$ cat src/design/rcf_pkg.sv
package rcf_pkg;

	// ----------------------------------------------------------------
	// Register offsets
	// ----------------------------------------------------------------
	localparam logic [7:0] OFF_CTRL = 8'h00;
	localparam logic [7:0] OFF_RESUME = 8'h04;
	localparam logic [7:0] OFF_RESULT = 8'h08;
	localparam logic [7:0] OFF_POS_OUT = 8'h0C;
	localparam logic [7:0] OFF_VECTOR = 8'h10;
	localparam logic [7:0] OFF_EVT_STAT = 8'h14;
	localparam logic [7:0] OFF_EVT_EN = 8'h18;
	localparam logic [7:0] OFF_EVT_CLR = 8'h1C;

	// ----------------------------------------------------------------
	// Control and result field positions
	// ----------------------------------------------------------------
	localparam int CTRL_TGT_LSB = 0;
	localparam int CTRL_INV_BIT = 4;
	localparam int CTRL_POLL_BIT = 5;
	localparam int CTRL_GO_BIT = 31;
	localparam int RES_BUSY_BIT = 31;

	// ----------------------------------------------------------------
	// Target codes and status codes
	// ----------------------------------------------------------------
	localparam logic [2:0] TGT_INSTR = 3'h1;
	localparam logic [2:0] TGT_DATA = 3'h2;
	localparam logic [2:0] TGT_ALL = 3'h3;
	localparam logic [2:0] TGT_COHERE = 3'h4;
	localparam logic [7:0] ST_OK = 8'h00;
	localparam logic [7:0] ST_PENDING = 8'h01;
	localparam logic [7:0] ST_OK_PMI = 8'h02;
	localparam logic [7:0] ST_BAD_ARG = 8'hFE;

	// ----------------------------------------------------------------
	// Geometry and walk index
	// ----------------------------------------------------------------
	localparam int SET_W = 6;
	localparam int WAY_W = 2;
	localparam int IDX_W = 1 + SET_W + WAY_W;
	localparam int POS_W = IDX_W + 1;
	localparam logic [IDX_W-1:0] IDX_D_FIRST = 9'h000;
	localparam logic [IDX_W-1:0] IDX_D_LAST = 9'h0FF;
	localparam logic [IDX_W-1:0] IDX_I_FIRST = 9'h100;
	localparam logic [IDX_W-1:0] IDX_I_LAST = 9'h1FF;

	// ----------------------------------------------------------------
	// Events and reset values
	// ----------------------------------------------------------------
	localparam int EVT_N = 3;
	localparam int EVT_DONE = 0;
	localparam int EVT_STOP = 1;
	localparam int EVT_REJECT = 2;
	localparam logic [31:0] RST_WORD = 32'h0000_0000;

	typedef enum logic [2:0] {
		ST_IDLE = 3'b000,
		ST_LAUNCH = 3'b001,
		ST_ISSUE = 3'b010,
		ST_WAIT = 3'b011,
		ST_STEP = 3'b100
	} rcf_state_t;

endpackage : rcf_pkg

$ cat src/design/rcf_evt_bit.sv
`timescale 1ns/10ps
module rcf_evt_bit (
	input wire logic i_clk,
	input wire logic i_arst_n,
	input wire logic i_set,
	input wire logic i_clr,
	output logic o_flag
);

	// A set in the same cycle as a clear wins, so no event is lost.
	always_ff @(posedge i_clk or negedge i_arst_n) begin
		if (!i_arst_n) begin
			o_flag <= 1'b0;
		end else if (i_set) begin
			o_flag <= 1'b1;
		end else if (i_clr) begin
			o_flag <= 1'b0;
		end
	end

endmodule : rcf_evt_bit

$ cat src/design/rcf_flush_seq.sv
// Overview of operation
// RL1: With invalidate set, each visited line ends invalid; modified data written back first. Target 4 keeps data lines valid.
// RL2: Caller starts every new flush with resume position zero.
// RL3: Caller supplies only zero or the last reported position; else undefined.
// RL4: One pass visits every set and way of each selected cache.
// RL5: All lines resident at the position-zero start get flushed despite interrupt splits.
// RL6: Prefetches flushed by target: instruction for 1 and 4, data 2, both 3.
// RL7: At least one line is flushed before pending interrupts are sampled.
// RL8: Early stop on pending unmasked interrupt reports status 1.
// RL9: Completed pass without error reports status 0.
// RL10: Completed pass with a management interrupt taken reports status 2.
// RL11: On status 1 report vector, acknowledge the interrupt, marking it in service.
// RL12: Caller services the reported vector then signals end of interrupt.
// RL13: On status 1 report the current position in the pass.
// RL14: Nonzero resume position continues the pass from that point.
// RL15: Caller removes speculative translations or disables translation beforehand.
// RL16: Target codes: 1 instruction, 2 data, 3 all, 4 instruction coherent with data.
// RL17: With polling clear, interrupts are ignored until the whole pass is done.
// RL18: With invalidate clear, modified lines are written back and stay valid clean. Target 4 invalidates instruction lines.
// RL19: Reserved target code is rejected with invalid-argument status, caches untouched.
//
// The implementer's own choices: the APB slave port and the address map.
`timescale 1ns/10ps
module rcf_flush_seq (
	input wire logic i_clk,
	input wire logic i_arst_n,
	input wire logic i_psel,
	input wire logic i_penable,
	input wire logic i_pwrite,
	input wire logic [7:0] i_paddr,
	input wire logic [31:0] i_pwdata,
	output logic o_pready,
	output logic [31:0] o_prdata,
	output logic o_pslverr,
	output logic o_line_req,
	output logic o_line_instr,
	output logic [rcf_pkg::SET_W-1:0] o_line_set,
	output logic [rcf_pkg::WAY_W-1:0] o_line_way,
	output logic o_line_inv,
	input wire logic i_line_ack,
	output logic o_pf_flush_instr,
	output logic o_pf_flush_data,
	input wire logic i_ext_irq_pending,
	input wire logic [7:0] i_ext_irq_vector,
	output logic o_ext_irq_ack,
	input wire logic i_platform_mgmt_irq,
	output logic o_irq
);

	// ----------------------------------------------------------------
	// Register state
	// ----------------------------------------------------------------
	logic [2:0] cfg_target;
	logic cfg_inv;
	logic cfg_poll;
	logic [31:0] resume_pos;
	logic [7:0] result;
	logic [31:0] pos_out;
	logic [7:0] vector;
	logic [rcf_pkg::EVT_N-1:0] evt_en;
	logic [rcf_pkg::EVT_N-1:0] evt_stat;
	logic [rcf_pkg::EVT_N-1:0] evt_set;
	logic [rcf_pkg::EVT_N-1:0] evt_clr;
	logic busy;
	logic pmi_seen;
	rcf_pkg::rcf_state_t state;
	logic [rcf_pkg::IDX_W-1:0] idx;
	logic [rcf_pkg::IDX_W-1:0] last_idx;
	logic wr_en;
	logic go;
	logic tgt_ok;
	logic has_instr;
	logic has_data;
	logic line_inv;
	logic [31:0] rd_word;
	logic rd_hit;

	// ----------------------------------------------------------------
	// Bus decode
	// ----------------------------------------------------------------
	// A write lands only at the edge that completes the access phase.
	assign wr_en = i_psel && i_penable && o_pready && i_pwrite;
	assign go = wr_en && (i_paddr == rcf_pkg::OFF_CTRL) && i_pwdata[rcf_pkg::CTRL_GO_BIT];
	assign tgt_ok = (cfg_target >= rcf_pkg::TGT_INSTR) && (cfg_target <= rcf_pkg::TGT_COHERE); // [RL16]
	assign has_instr = (cfg_target != rcf_pkg::TGT_DATA);
	assign has_data = (cfg_target != rcf_pkg::TGT_INSTR);
	// The coherency target writes data lines back without dropping them, then empties the instruction side.
	assign line_inv = (cfg_target == rcf_pkg::TGT_COHERE) ? idx[rcf_pkg::IDX_W-1] : cfg_inv; // [RL1] [RL18]

	always_comb begin
		rd_hit = 1'b1;
		rd_word = rcf_pkg::RST_WORD;
		case (i_paddr)
			rcf_pkg::OFF_CTRL: begin
				rd_word[rcf_pkg::CTRL_TGT_LSB +: 3] = cfg_target;
				rd_word[rcf_pkg::CTRL_INV_BIT] = cfg_inv;
				rd_word[rcf_pkg::CTRL_POLL_BIT] = cfg_poll;
			end
			rcf_pkg::OFF_RESUME: begin
				rd_word = resume_pos;
			end
			rcf_pkg::OFF_RESULT: begin
				rd_word[7:0] = result;
				rd_word[rcf_pkg::RES_BUSY_BIT] = busy;
			end
			rcf_pkg::OFF_POS_OUT: begin
				rd_word = pos_out;
			end
			rcf_pkg::OFF_VECTOR: begin
				rd_word[7:0] = vector;
			end
			rcf_pkg::OFF_EVT_STAT: begin
				rd_word[rcf_pkg::EVT_N-1:0] = evt_stat;
			end
			rcf_pkg::OFF_EVT_EN: begin
				rd_word[rcf_pkg::EVT_N-1:0] = evt_en;
			end
			rcf_pkg::OFF_EVT_CLR: begin
				rd_word = rcf_pkg::RST_WORD;
			end
			default: begin
				rd_hit = 1'b0;
			end
		endcase
	end

	// ----------------------------------------------------------------
	// Bus answer
	// ----------------------------------------------------------------
	// The answer is registered, costing no wait state: ready rises on the first access cycle.
	always_ff @(posedge i_clk or negedge i_arst_n) begin
		if (!i_arst_n) begin
			o_pready <= 1'b0;
			o_prdata <= rcf_pkg::RST_WORD;
			o_pslverr <= 1'b0;
		end else begin
			o_pready <= i_psel && !i_penable;
			o_pslverr <= i_psel && !i_penable && !rd_hit;
			// Data is zero outside a read's access cycle, so a refused write also answers zero.
			o_prdata <= (i_psel && !i_penable && !i_pwrite) ? rd_word : rcf_pkg::RST_WORD;
		end
	end

	// ----------------------------------------------------------------
	// Software-written registers
	// ----------------------------------------------------------------
	// Configuration is frozen while a pass runs so the walk cannot change target midway.
	always_ff @(posedge i_clk or negedge i_arst_n) begin
		if (!i_arst_n) begin
			cfg_target <= 3'h0;
			cfg_inv <= 1'b0;
			cfg_poll <= 1'b0;
			resume_pos <= rcf_pkg::RST_WORD;
			evt_en <= '0;
		end else if (wr_en && !busy) begin
			case (i_paddr)
				rcf_pkg::OFF_CTRL: begin
					cfg_target <= i_pwdata[rcf_pkg::CTRL_TGT_LSB +: 3];
					cfg_inv <= i_pwdata[rcf_pkg::CTRL_INV_BIT];
					cfg_poll <= i_pwdata[rcf_pkg::CTRL_POLL_BIT];
				end
				rcf_pkg::OFF_RESUME: begin
					resume_pos <= i_pwdata;
				end
				rcf_pkg::OFF_EVT_EN: begin
					evt_en <= i_pwdata[rcf_pkg::EVT_N-1:0];
				end
				default: begin
				end
			endcase
		end
	end

	// A clear is honoured even while busy, so software can drop a finished event at any time.
	assign evt_clr = (wr_en && i_paddr == rcf_pkg::OFF_EVT_CLR) ? i_pwdata[rcf_pkg::EVT_N-1:0] : '0;

	// ----------------------------------------------------------------
	// Walk sequencer
	// ----------------------------------------------------------------
	always_ff @(posedge i_clk or negedge i_arst_n) begin
		if (!i_arst_n) begin
			state <= rcf_pkg::ST_IDLE;
			busy <= 1'b0;
			idx <= '0;
			last_idx <= '0;
			result <= rcf_pkg::ST_OK;
			pos_out <= rcf_pkg::RST_WORD;
			vector <= 8'h00;
			pmi_seen <= 1'b0;
			evt_set <= '0;
			o_line_req <= 1'b0;
			o_line_instr <= 1'b0;
			o_line_set <= '0;
			o_line_way <= '0;
			o_line_inv <= 1'b0;
			o_pf_flush_instr <= 1'b0;
			o_pf_flush_data <= 1'b0;
			o_ext_irq_ack <= 1'b0;
		end else begin
			evt_set <= '0;
			o_pf_flush_instr <= 1'b0;
			o_pf_flush_data <= 1'b0;
			o_ext_irq_ack <= 1'b0;
			if (busy && i_platform_mgmt_irq) begin
				pmi_seen <= 1'b1; // [RL10]
			end
			case (state)
				rcf_pkg::ST_IDLE: begin
					if (go && !busy) begin
						busy <= 1'b1;
						pmi_seen <= 1'b0;
						state <= rcf_pkg::ST_LAUNCH;
					end
				end
				rcf_pkg::ST_LAUNCH: begin
					// The end point is taken here, once the new target has landed, not from the old one.
					last_idx <= has_instr ? rcf_pkg::IDX_I_LAST : rcf_pkg::IDX_D_LAST; // [RL4]
					if (!tgt_ok) begin
						result <= rcf_pkg::ST_BAD_ARG; // [RL19]
						evt_set[rcf_pkg::EVT_REJECT] <= 1'b1;
						busy <= 1'b0;
						state <= rcf_pkg::ST_IDLE;
					end else if (resume_pos == rcf_pkg::RST_WORD) begin
						// A fresh pass drops older prefetches before any line is touched.
						o_pf_flush_instr <= has_instr; // [RL6]
						o_pf_flush_data <= (cfg_target == rcf_pkg::TGT_DATA) || (cfg_target == rcf_pkg::TGT_ALL);
						idx <= has_data ? rcf_pkg::IDX_D_FIRST : rcf_pkg::IDX_I_FIRST; // [RL4]
						state <= rcf_pkg::ST_ISSUE;
					end else begin
						// Position is index plus one, so zero stays free for a fresh start.
						idx <= rcf_pkg::IDX_W'(resume_pos[rcf_pkg::POS_W-1:0] - 1'b1); // [RL14] [RL5]
						state <= rcf_pkg::ST_ISSUE;
					end
				end
				rcf_pkg::ST_ISSUE: begin
					o_line_req <= 1'b1;
					o_line_instr <= idx[rcf_pkg::IDX_W-1];
					o_line_set <= idx[rcf_pkg::WAY_W +: rcf_pkg::SET_W];
					o_line_way <= idx[rcf_pkg::WAY_W-1:0];
					o_line_inv <= line_inv; // [RL1] [RL18]
					state <= rcf_pkg::ST_WAIT;
				end
				rcf_pkg::ST_WAIT: begin
					// The cache may take any number of cycles; the request simply stands until it answers.
					if (i_line_ack) begin
						o_line_req <= 1'b0;
						state <= rcf_pkg::ST_STEP;
					end
				end
				rcf_pkg::ST_STEP: begin
					// The pending external interrupt is looked at only here, after a line has completed; the management interrupt is latched in any busy cycle.
					if (idx == last_idx) begin
						result <= pmi_seen || i_platform_mgmt_irq ? rcf_pkg::ST_OK_PMI : rcf_pkg::ST_OK; // [RL9] [RL10]
						evt_set[rcf_pkg::EVT_DONE] <= 1'b1;
						busy <= 1'b0;
						state <= rcf_pkg::ST_IDLE;
					end else if (cfg_poll && i_ext_irq_pending) begin // [RL7] [RL17]
						result <= rcf_pkg::ST_PENDING; // [RL8]
						vector <= i_ext_irq_vector; // [RL11]
						o_ext_irq_ack <= 1'b1; // [RL11]
						pos_out <= 32'(idx) + 32'h0000_0002; // [RL13]
						evt_set[rcf_pkg::EVT_STOP] <= 1'b1;
						busy <= 1'b0;
						state <= rcf_pkg::ST_IDLE;
					end else begin
						idx <= idx + 1'b1; // [RL4]
						state <= rcf_pkg::ST_ISSUE;
					end
				end
				default: begin
					busy <= 1'b0;
					o_line_req <= 1'b0;
					state <= rcf_pkg::ST_IDLE;
				end
			endcase
		end
	end

	// ----------------------------------------------------------------
	// Event status and interrupt
	// ----------------------------------------------------------------
	genvar g;
	generate
		for (g = 0; g < rcf_pkg::EVT_N; g++) begin : g_evt
			rcf_evt_bit u_evt (
				.i_clk(i_clk),
				.i_arst_n(i_arst_n),
				.i_set(evt_set[g]),
				.i_clr(evt_clr[g]),
				.o_flag(evt_stat[g])
			);
		end
	endgenerate

	// The interrupt trails the status by one cycle, keeping the output straight from a flip-flop.
	always_ff @(posedge i_clk or negedge i_arst_n) begin
		if (!i_arst_n) begin
			o_irq <= 1'b0;
		end else begin
			o_irq <= |(evt_stat & evt_en);
		end
	end

endmodule : rcf_flush_seq

$ cat config.mk
export PLATFORM = sky130hd
export DESIGN_NAME = rcf_flush_seq
export DESIGN_NICKNAME = d
export VERILOG_FILES = /design/src/design/rcf_pkg.sv /design/src/design/rcf_evt_bit.sv /design/src/design/rcf_flush_seq.sv
export SDC_FILE = /design/constraint.sdc
export NUM_CORES = 1
export LEC_CHECK = 0
export BUFFER_PORTS_ARGS = -buffer_cell sky130_fd_sc_hd__buf_2
export CORE_MARGIN = 2
export CORE_UTILIZATION = 56
export CTS_CLUSTER_SIZE = 14
export DETAILED_ROUTE_END_ITERATION = 8
export GPL_TIMING_DRIVEN = 0
export PLACE_DENSITY = 0.8
export SYNTH_ARGS = -nofsm -noshare
export SYNTH_HDL_FRONTEND = slang
export SYNTH_SLANG_ARGS = --single-unit
$ cat constraint.sdc
create_clock -name i_clk -period 2.22 [get_ports i_clk]
set_input_delay 0.111 -clock i_clk [delete_from_list [all_inputs] [get_ports i_clk]]
set_output_delay 0.111 -clock i_clk [all_outputs]
set_load 0.01 [all_outputs]
==> key figures, run 1 <==
Power and ir drop
  • Design internal power: 0.004745 W
  • VDD IR max: 0.6878 mV
  • Leak Pwr: 4.018 nW
  • Flop pwr share: 42.8%
  • Pwr/cell area: 837.5 nW/µm²
  • Switching share of total power: 27.42%
  • Combinational group share of total power: 16.5%
  • Tot Pwr: 0.006537 W
  • Power share of the clock group: 40.7%
  • Psw: 0.001792 W

Cells and area
  • Ratio of cells with drive above 1 in the final layout: 33.33%
  • Antenna diodes: 0
  • Area of the multi-input gates: 2477 µm²
  • Final #Nets: 733
  • # fillers: 630
  • Leading cell type in the layout, fill and taps excluded: dfrtp_1
  • Layout Cells excl Fill: 823
  • Reg area: 3286 µm²
  • Most frequent cells in the layout: 125 x dfrtp_1, 109 x buf_2, 50 x dlygate4sd3_1
  • Area grow syn2layout: 31.16%

Placement
  • Final Wtd Congestion: 0.9351
  • # placed instances: 741
  • HPWL Detailed: 10140 µm
  • Buffers on Ports: 103

Detailed routing
  • Detail Route Antenna Nets: 0
  • Via count: 4852
  • Drt first-iter violations: 327
  • DRC Markers: 0
  • Routed WL per cell: 19.54 µm
  • Via density per instance: 5.896
  • Routed wire length: 16080 µm
  • Pre-antenna DRT Iters: 5

Logic synthesis
  • Syn_area_per_cell: 11.88 µm²
  • Largest area contributor in the synthesized netlist: dfrtp_1
  • Most used flip-flop cell after synthesis: dfrtp_1
  • Yosys warnings: 0
  • Synthesized flop and latch total: 131
  • Post-synth EDFFs: 0
  • Share of synthesized registers carrying an async set or reset: 100.0%
  • Synth Instances: 501
  • Syn nets: 560
  • Synth area leaders: dfrtp_1 55%, mux2_4 7.6%, mux2_2 6.1%, and3_1 3.3%, a21oi_1 2.3%
  • Count of cell types in the netlist: 55
  • Post-synth top area share: 55.09%
  • Cell Area, Synth: 5951 µm²
  • Seq/Total Area, Yosys: 55.09%

Setup path
  • CP bufs+invs: 0
  • Worst Path Arrival: 2.60 ns
  • Cell family with most CP delay: simple AND/OR/NAND/NOR gates
  • Critical Path Max Stage Delay: 0.44 ns
  • Setup CP Type: flop to flop
  • Worst Setup SP: resume_pos[9]
  • Critical Path Fanout Max: 7
  • Cell chain of the critical path: nor4_1, nand4_1, o31ai_4, o22ai_1, mux2_2
  • Required time of the critical path: 2.63 ns
  • CP max stage cell: o31ai_4
  • Worst setup EP type: flop
  • Critical R2R Launch: resume_pos[9]
  • CP Launch Type: flop

Global routing
  • Initial antenna violation count: 0
  • First-pass GRT wire length: 25140 µm
  • Gr ovfl total: 0
  • Vias in the first global route: 4860
  • Global Route Usage Sum: 29.18%
  • Largest net degree at the start of global routing: 82

Timing
  • Relative slew slack: 57.24%
  • Clk_skew: 0.009488 ns
  • Max Clk Rate: 0.4571 GHz
  • Setup TNS: 0 ns
  • Slew @ Worst Pin: 0.6360 ns
  • Slew Limit Fails: 0
  • Final setup violation count: 0
  • Final critical-path share of the clock period: 98.55%
  • Tmin final: 2.188 ns
  • Final hold violations: 0

Clocking
  • Buffer depth of the longest clock path: 2
  • # H-tree levels: 4
  • Root Buffer: clkbuf_8
  • Later-pin clock latency in the skew report: 0.54 ns
  • Inserted Clock Buffers: 17
  • Total clock sinks: 131
  • Clock-pin slew on the worst setup and hold paths: 0.06 ns
  • CTS tree: yes

Floorplanning
  • IO Count: 105
  • Die area: 11470 µm²
  • Core area: 10320 µm²
  • Rows: 37
  • DIE HEIGHT: 107.1 µm
  • Die Span X: 107.1 µm
  • Initial core utilization: 57.64%

Outcome
  • Status: completed

Hold path
  • Hold_sp: i_paddr[7]
  • Hold Path Class: input pin to flop

Flow run
  • Max_cap viols: 0
==> final timing paths <==
kind	endpoint	slack, ns	cells past startpoint
min reg2reg	g_evt[2].u_evt.o_flag	0.43	1
max reg2reg	idx[0]	0.03	5
min in group asynchronous	resume_pos[29]	0.09	2
max in group asynchronous	idx[4]	1.36	3
max	idx[0]	0.03	5
min	o_pslverr	0.02	4
==> area by class of cell <==
class                           instances  share of cell area [%]
Buffer                                 25                   2.100
Clock buffer                           23                   5.851
Clock inverter                          9                   1.331
Inverter                               16                  0.7695
Multi-Input combinational cell        324                   31.74
Sequential cell                       131                   42.10
Tap cell                              136                   2.180
Timing Repair Buffer                  159                   13.93
==> stage by stage <==
step	util, %	area (µm²)	hold slack (ns)	setup slack, ns
after floorplan	-	5951	-0.1846	0.3284
after global placement	64.28	6636	0.3415	-0.5408
after detailed placement	64.61	6670	0.08268	-0.3049
after CTS	74.91	7734	0.01600	0.03558
after global routing	75.60	7805	0.03081	-0.006158
final	75.60	7805	0.02387	0.03217
==> tightest hold or removal path: stages <==
cell	delay, ns
buf_2	0.08
or3_4	0.14
nor3_1	0.09
nor2_1	0.09
==> cells in the mapped netlist, types with 3 or more instances <==
library cell / count
o21ai_0: 18
nand2_1: 32
mux2_2: 32
xor2_1: 4
mux2i_1: 4
a22oi_1: 13
xnor2_1: 9
buf_2: 8
and2_1: 5
o22ai_1: 6
nand2b_1: 6
o22a_1: 3
inv_1: 16
a31oi_1: 3
dfrtp_1: 131
a21o_1: 4
a221oi_1: 3
a21oi_1: 27
nor4_1: 7
nand4_1: 5
ha_1: 3
and3_1: 31
buf_12: 3
clkbuf_1: 17
nor3_1: 9
nand3_1: 9
mux2_4: 30
nor2_1: 28
==> kinds of logic after synthesis <==
kind of cell | after synthesis | share of synthesized area [%]
flops | 131 | 55.09
xor+xnor | 13 | 1.913
simple gates | 149 | 13.92
buf+inv | 46 | 4.016
compound gates | 93 | 10.13
mux | 66 | 14.30
fa+ha+maj | 3 | 0.6308
==> state kept, by name, indices dropped and copies added, names as in the netlist, 3 cells and up <==
register            count
cfg_target              3
evt_en                  3
g_evt.u_evt.o_flag      3
idx                     9
o_line_set              6
o_prdata               32
pos_out                10
result                  3
resume_pos             32
state                   3
vector                  8
==> layer usage <==
metal  GRT usage [%]  share of wire [%]  vias up
li1                -                  -     2158
met2           47.47                 48      251
met3           8.875                8.1       40
met5               0                  0        -
met1           36.29                 41     2403
met4           12.15                2.9        0
==> power by group through the flow <==
| stage | Combinational [W] | Sequential, W | Clock (W) |
|---|---|---|---|
| after global routing | 0.00118 | 0.00283 | 0.00281 |
| after floorplan | 0.000670 | 0.00275 | 0 |
| after detailed placement | 0.00108 | 0.00274 | 0 |
| after global placement | 0.00105 | 0.00273 | 0 |
| after CTS | 0.00106 | 0.00279 | 0.00267 |
| final | 0.00108 | 0.00280 | 0.00266 |
==> timing repair <==
item / CTS / global route
endpoints found under the hold margin: 199 / 0
setup endpoints to repair: 12 / 15
resized for setup: 3 / 13
hold buffers: 50 / 0
buffers inserted: 0 / 5
pin swaps: 2 / 1
No activity file was read; power rests on OpenSTA's default activity.
==> inputs of run 2 (changes only) <==
--- a/config.mk
+++ b/config.mk
@@ -10,7 +10,6 @@
 export CORE_UTILIZATION = 56
 export CTS_CLUSTER_SIZE = 14
 export DETAILED_ROUTE_END_ITERATION = 8
-export GPL_TIMING_DRIVEN = 0
 export PLACE_DENSITY = 0.8
 export SYNTH_ARGS = -nofsm -noshare
 export SYNTH_HDL_FRONTEND = slang
==> run 2 against run 1 <==
Effect of this change:
- clock-buffer cell count fell by 6
- first-iteration DRC count fell by 9.2%
- sequential share of layout area fell by 0.076 points
- sequential cell count did not move
- design area barely moved
- critical path type unchanged
- critical endpoint is now o_pf_flush_instr
- largest cell class unchanged
- largest power group is now clock
==> key figures, run 2 (synthesized netlist as in run 1, its figures left out) <==
Setup path
  • Cell family with most CP delay: simple AND/OR/NAND/NOR gates
  • CP bufs+invs: 1 (+1)
  • Required time of the critical path: 2.67 ns (+0.04 ns)
  • Critical Path Max Stage Delay: 0.49 ns (+0.05 ns)
  • Critical Path Fanout Max: 3 (-4)
  • CP max stage cell: or4_1
  • CP Launch Type: flop
  • Setup CP Type: flop to flop
  • Worst setup EP type: flop
  • Worst Path Arrival: 2.51 ns (-0.09 ns)
  • Cell chain of the critical path: nor4_2, nand4_1, buf_4, or4_1, a21oi_1

Clocking
  • # H-tree levels: 4 (unchanged)
  • Later-pin clock latency in the skew report: 0.53 ns (about the same)
  • CTS tree: yes
  • Buffer depth of the longest clock path: 2 (unchanged)
  • Inserted Clock Buffers: 17 (unchanged)
  • Root Buffer: clkbuf_8
  • Total clock sinks: 131 (unchanged)
  • Clock-pin slew on the worst setup and hold paths: 0.06 ns (about the same)

Timing
  • Relative slew slack: 64.31% (+7.1 points)
  • Max Clk Rate: 0.4859 GHz (+6.3%)
  • Setup TNS: 0 ns (unchanged)
  • Final hold violations: 0 (unchanged)
  • Tmin final: 2.058 ns (-0.1300 ns)
  • Slew Limit Fails: 0 (unchanged)
  • Slew @ Worst Pin: 0.5353 ns (-0.1007 ns)
  • Final critical-path share of the clock period: 92.70% (-5.9 points)
  • Clk_skew: 0.007685 ns (-0.001803 ns)
  • RSZ-0062 raised after global routing: no
  • Final setup violation count: 0 (unchanged)

Power and ir drop
  • Leak Pwr: 4.038 nW (+0.48%)
  • Design internal power: 0.005055 W (+6.6%)
  • Switching share of total power: 26.84% (-0.58 points)
  • Power share of the clock group: 43.9% (+3.2 points)
  • Psw: 0.001855 W (+3.5%)
  • Combinational group share of total power: 15.7% (-0.8 points)
  • Pwr/cell area: 885.8 nW/µm² (+5.8%)
  • Flop pwr share: 40.4% (-2.4 points)
  • VDD IR max: 0.6882 mV (about the same)

Cells and area
  • Area grow syn2layout: 31.10% (about the same)
  • Ratio of cells with drive above 1 in the final layout: 33.73% (+0.39 points)
  • Antenna diodes: 0 (unchanged)
  • Leading cell type in the layout, fill and taps excluded: dfrtp_1
  • Final #Nets: 725 (-1.1%)
  • Most frequent cells in the layout: 131 x dfrtp_1, 103 x buf_2, 49 x dlygate4sd3_1
  • Biggest regs: o_prdata x32, resume_pos x32, pos_out x10
  • Core Util, Final: 75.57% (about the same)

Detailed routing
  • Routed wire length: 15850 µm (-1.4%)
  • Routed WL per cell: 19.45 µm (-0.43%)
  • Via density per instance: 5.840 (-0.93%)
  • Via count: 4760 (-1.9%)
  • DRC Markers: 0 (unchanged)
  • Drt first-iter violations: 297 (-9.2%)
  • Detail Route Antenna Nets: 0 (unchanged)
  • Pre-antenna DRT Iters: 5 (unchanged)

Global routing
  • Largest net degree at the start of global routing: 52 (-37%)
  • Vias in the first global route: 4857 (-0.062%)
  • Gr ovfl total: 0 (unchanged)
  • Global Route Usage Sum: 28.93% (-0.25 points)
  • Initial antenna violation count: 0 (unchanged)
  • First-pass GRT wire length: 25180 µm (+0.14%)

Hold path
  • Hold Path Class: input pin to flop

Outcome
  • Status: completed

Flow run
  • Max_cap viols: 0 (unchanged)

Placement
  • Final Wtd Congestion: 0.9296 (-0.59%)
  • HPWL Detailed: 10300 µm (+1.6%)
  • Buffers on Ports: 104 (+0.97%)

Floorplanning
  • Core area: 10320 µm² (unchanged)
  • Rows: 37 (unchanged)
  • Initial core utilization: 57.64% (unchanged)
  • IO Count: 105 (unchanged)
  • Die area: 11470 µm² (unchanged)
  • DIE HEIGHT: 107.1 µm (unchanged)
  • Die Span X: 107.1 µm (unchanged)
==> run 2: worst paths after layout <==
kind	from	end	slack, ns	cells after the start
hold / removal	i_paddr[0]	o_prdata[5]	0.02	4
max in group asynchronous	i_arst_n	vector[5]	1.31	3
setup reg to reg	resume_pos[27]	o_pf_flush_instr	0.16	5
min in group asynchronous	i_arst_n	o_prdata[28]	0.10	2
hold reg to reg	evt_set[0]	g_evt[0].u_evt.o_flag	0.43	1
setup / recovery	resume_pos[27]	o_pf_flush_instr	0.16	5
==> run 2: power by group through the flow <==
| stage | registers [W] | logic (W) | clock network (W) |
|---|---|---|---|
| after global routing | 0.00283 | 0.00119 | 0.00318 |
| after CTS | 0.00279 | 0.00108 | 0.00306 |
| after global placement | 0.00282 | 0.000989 | 0 |
| final | 0.00279 | 0.00109 | 0.00303 |
| after floorplan | 0.00275 | 0.000670 | 0 |
| after detailed placement | 0.00283 | 0.00101 | 0 |
==> run 2: worst register-to-register path: stages, from the launching register on <==
cell	delay [ns]
dfrtp_1	0.41
nor4_2	0.42
nand4_1	0.28
buf_4	0.23
or4_1	0.49
a21oi_1	0.14
==> run 2: cell type report <==
class | instances | area (µm²)
clock buffer | 17 | 414.1
clock inverter | 15 | 227.7
multi-input combinational | 324 | 2440
tap | 136 | 170.2
fill | 621 | 2522
timing repair buffer | 176 | 1211
inverter | 16 | 60.06
sequential | 131 | 3278
==> run 2: repair_timing <==
item                                    4_1_cts  5_1_grt
hold buffers                                 49        0
endpoints found under the setup margin        0        1
hold endpoints to repair                    111        0
buffers inserted                              0        0
resized for setup                             0        1
==> run 2: metrics by stage <==
stage | cells | power, W | area, µm² | worst slack [ns] | hold slack [ns]
2_1_floorplan | 501 | 0.003415 | 5951 | 0.3284 | -0.1846
3_3_place_gp | 734 | 0.003810 | 6663 | 0.2925 | 0.1176
3_5_place_dp | 734 | 0.003836 | 6663 | 0.2093 | 0.1258
4_1_cts | 815 | 0.006934 | 7795 | 0.1396 | 0.0009965
5_1_grt | 815 | 0.007199 | 7801 | 0.07175 | 0.02681
6_report | 815 | 0.006910 | 7801 | 0.1621 | 0.02172
==> run 2: per-layer routing <==
| metal | vias to the layer above | part of all wire, % | GRT usage (%) |
|---|---|---|---|
| li1 | 2135 | - | - |
| met5 | - | 0 | 0 |
| met4 | 0 | 3.2 | 13.91 |
| met1 | 2325 | 40 | 36.33 |
| met2 | 247 | 49 | 47.97 |
| met3 | 53 | 7.3 | 5.775 |
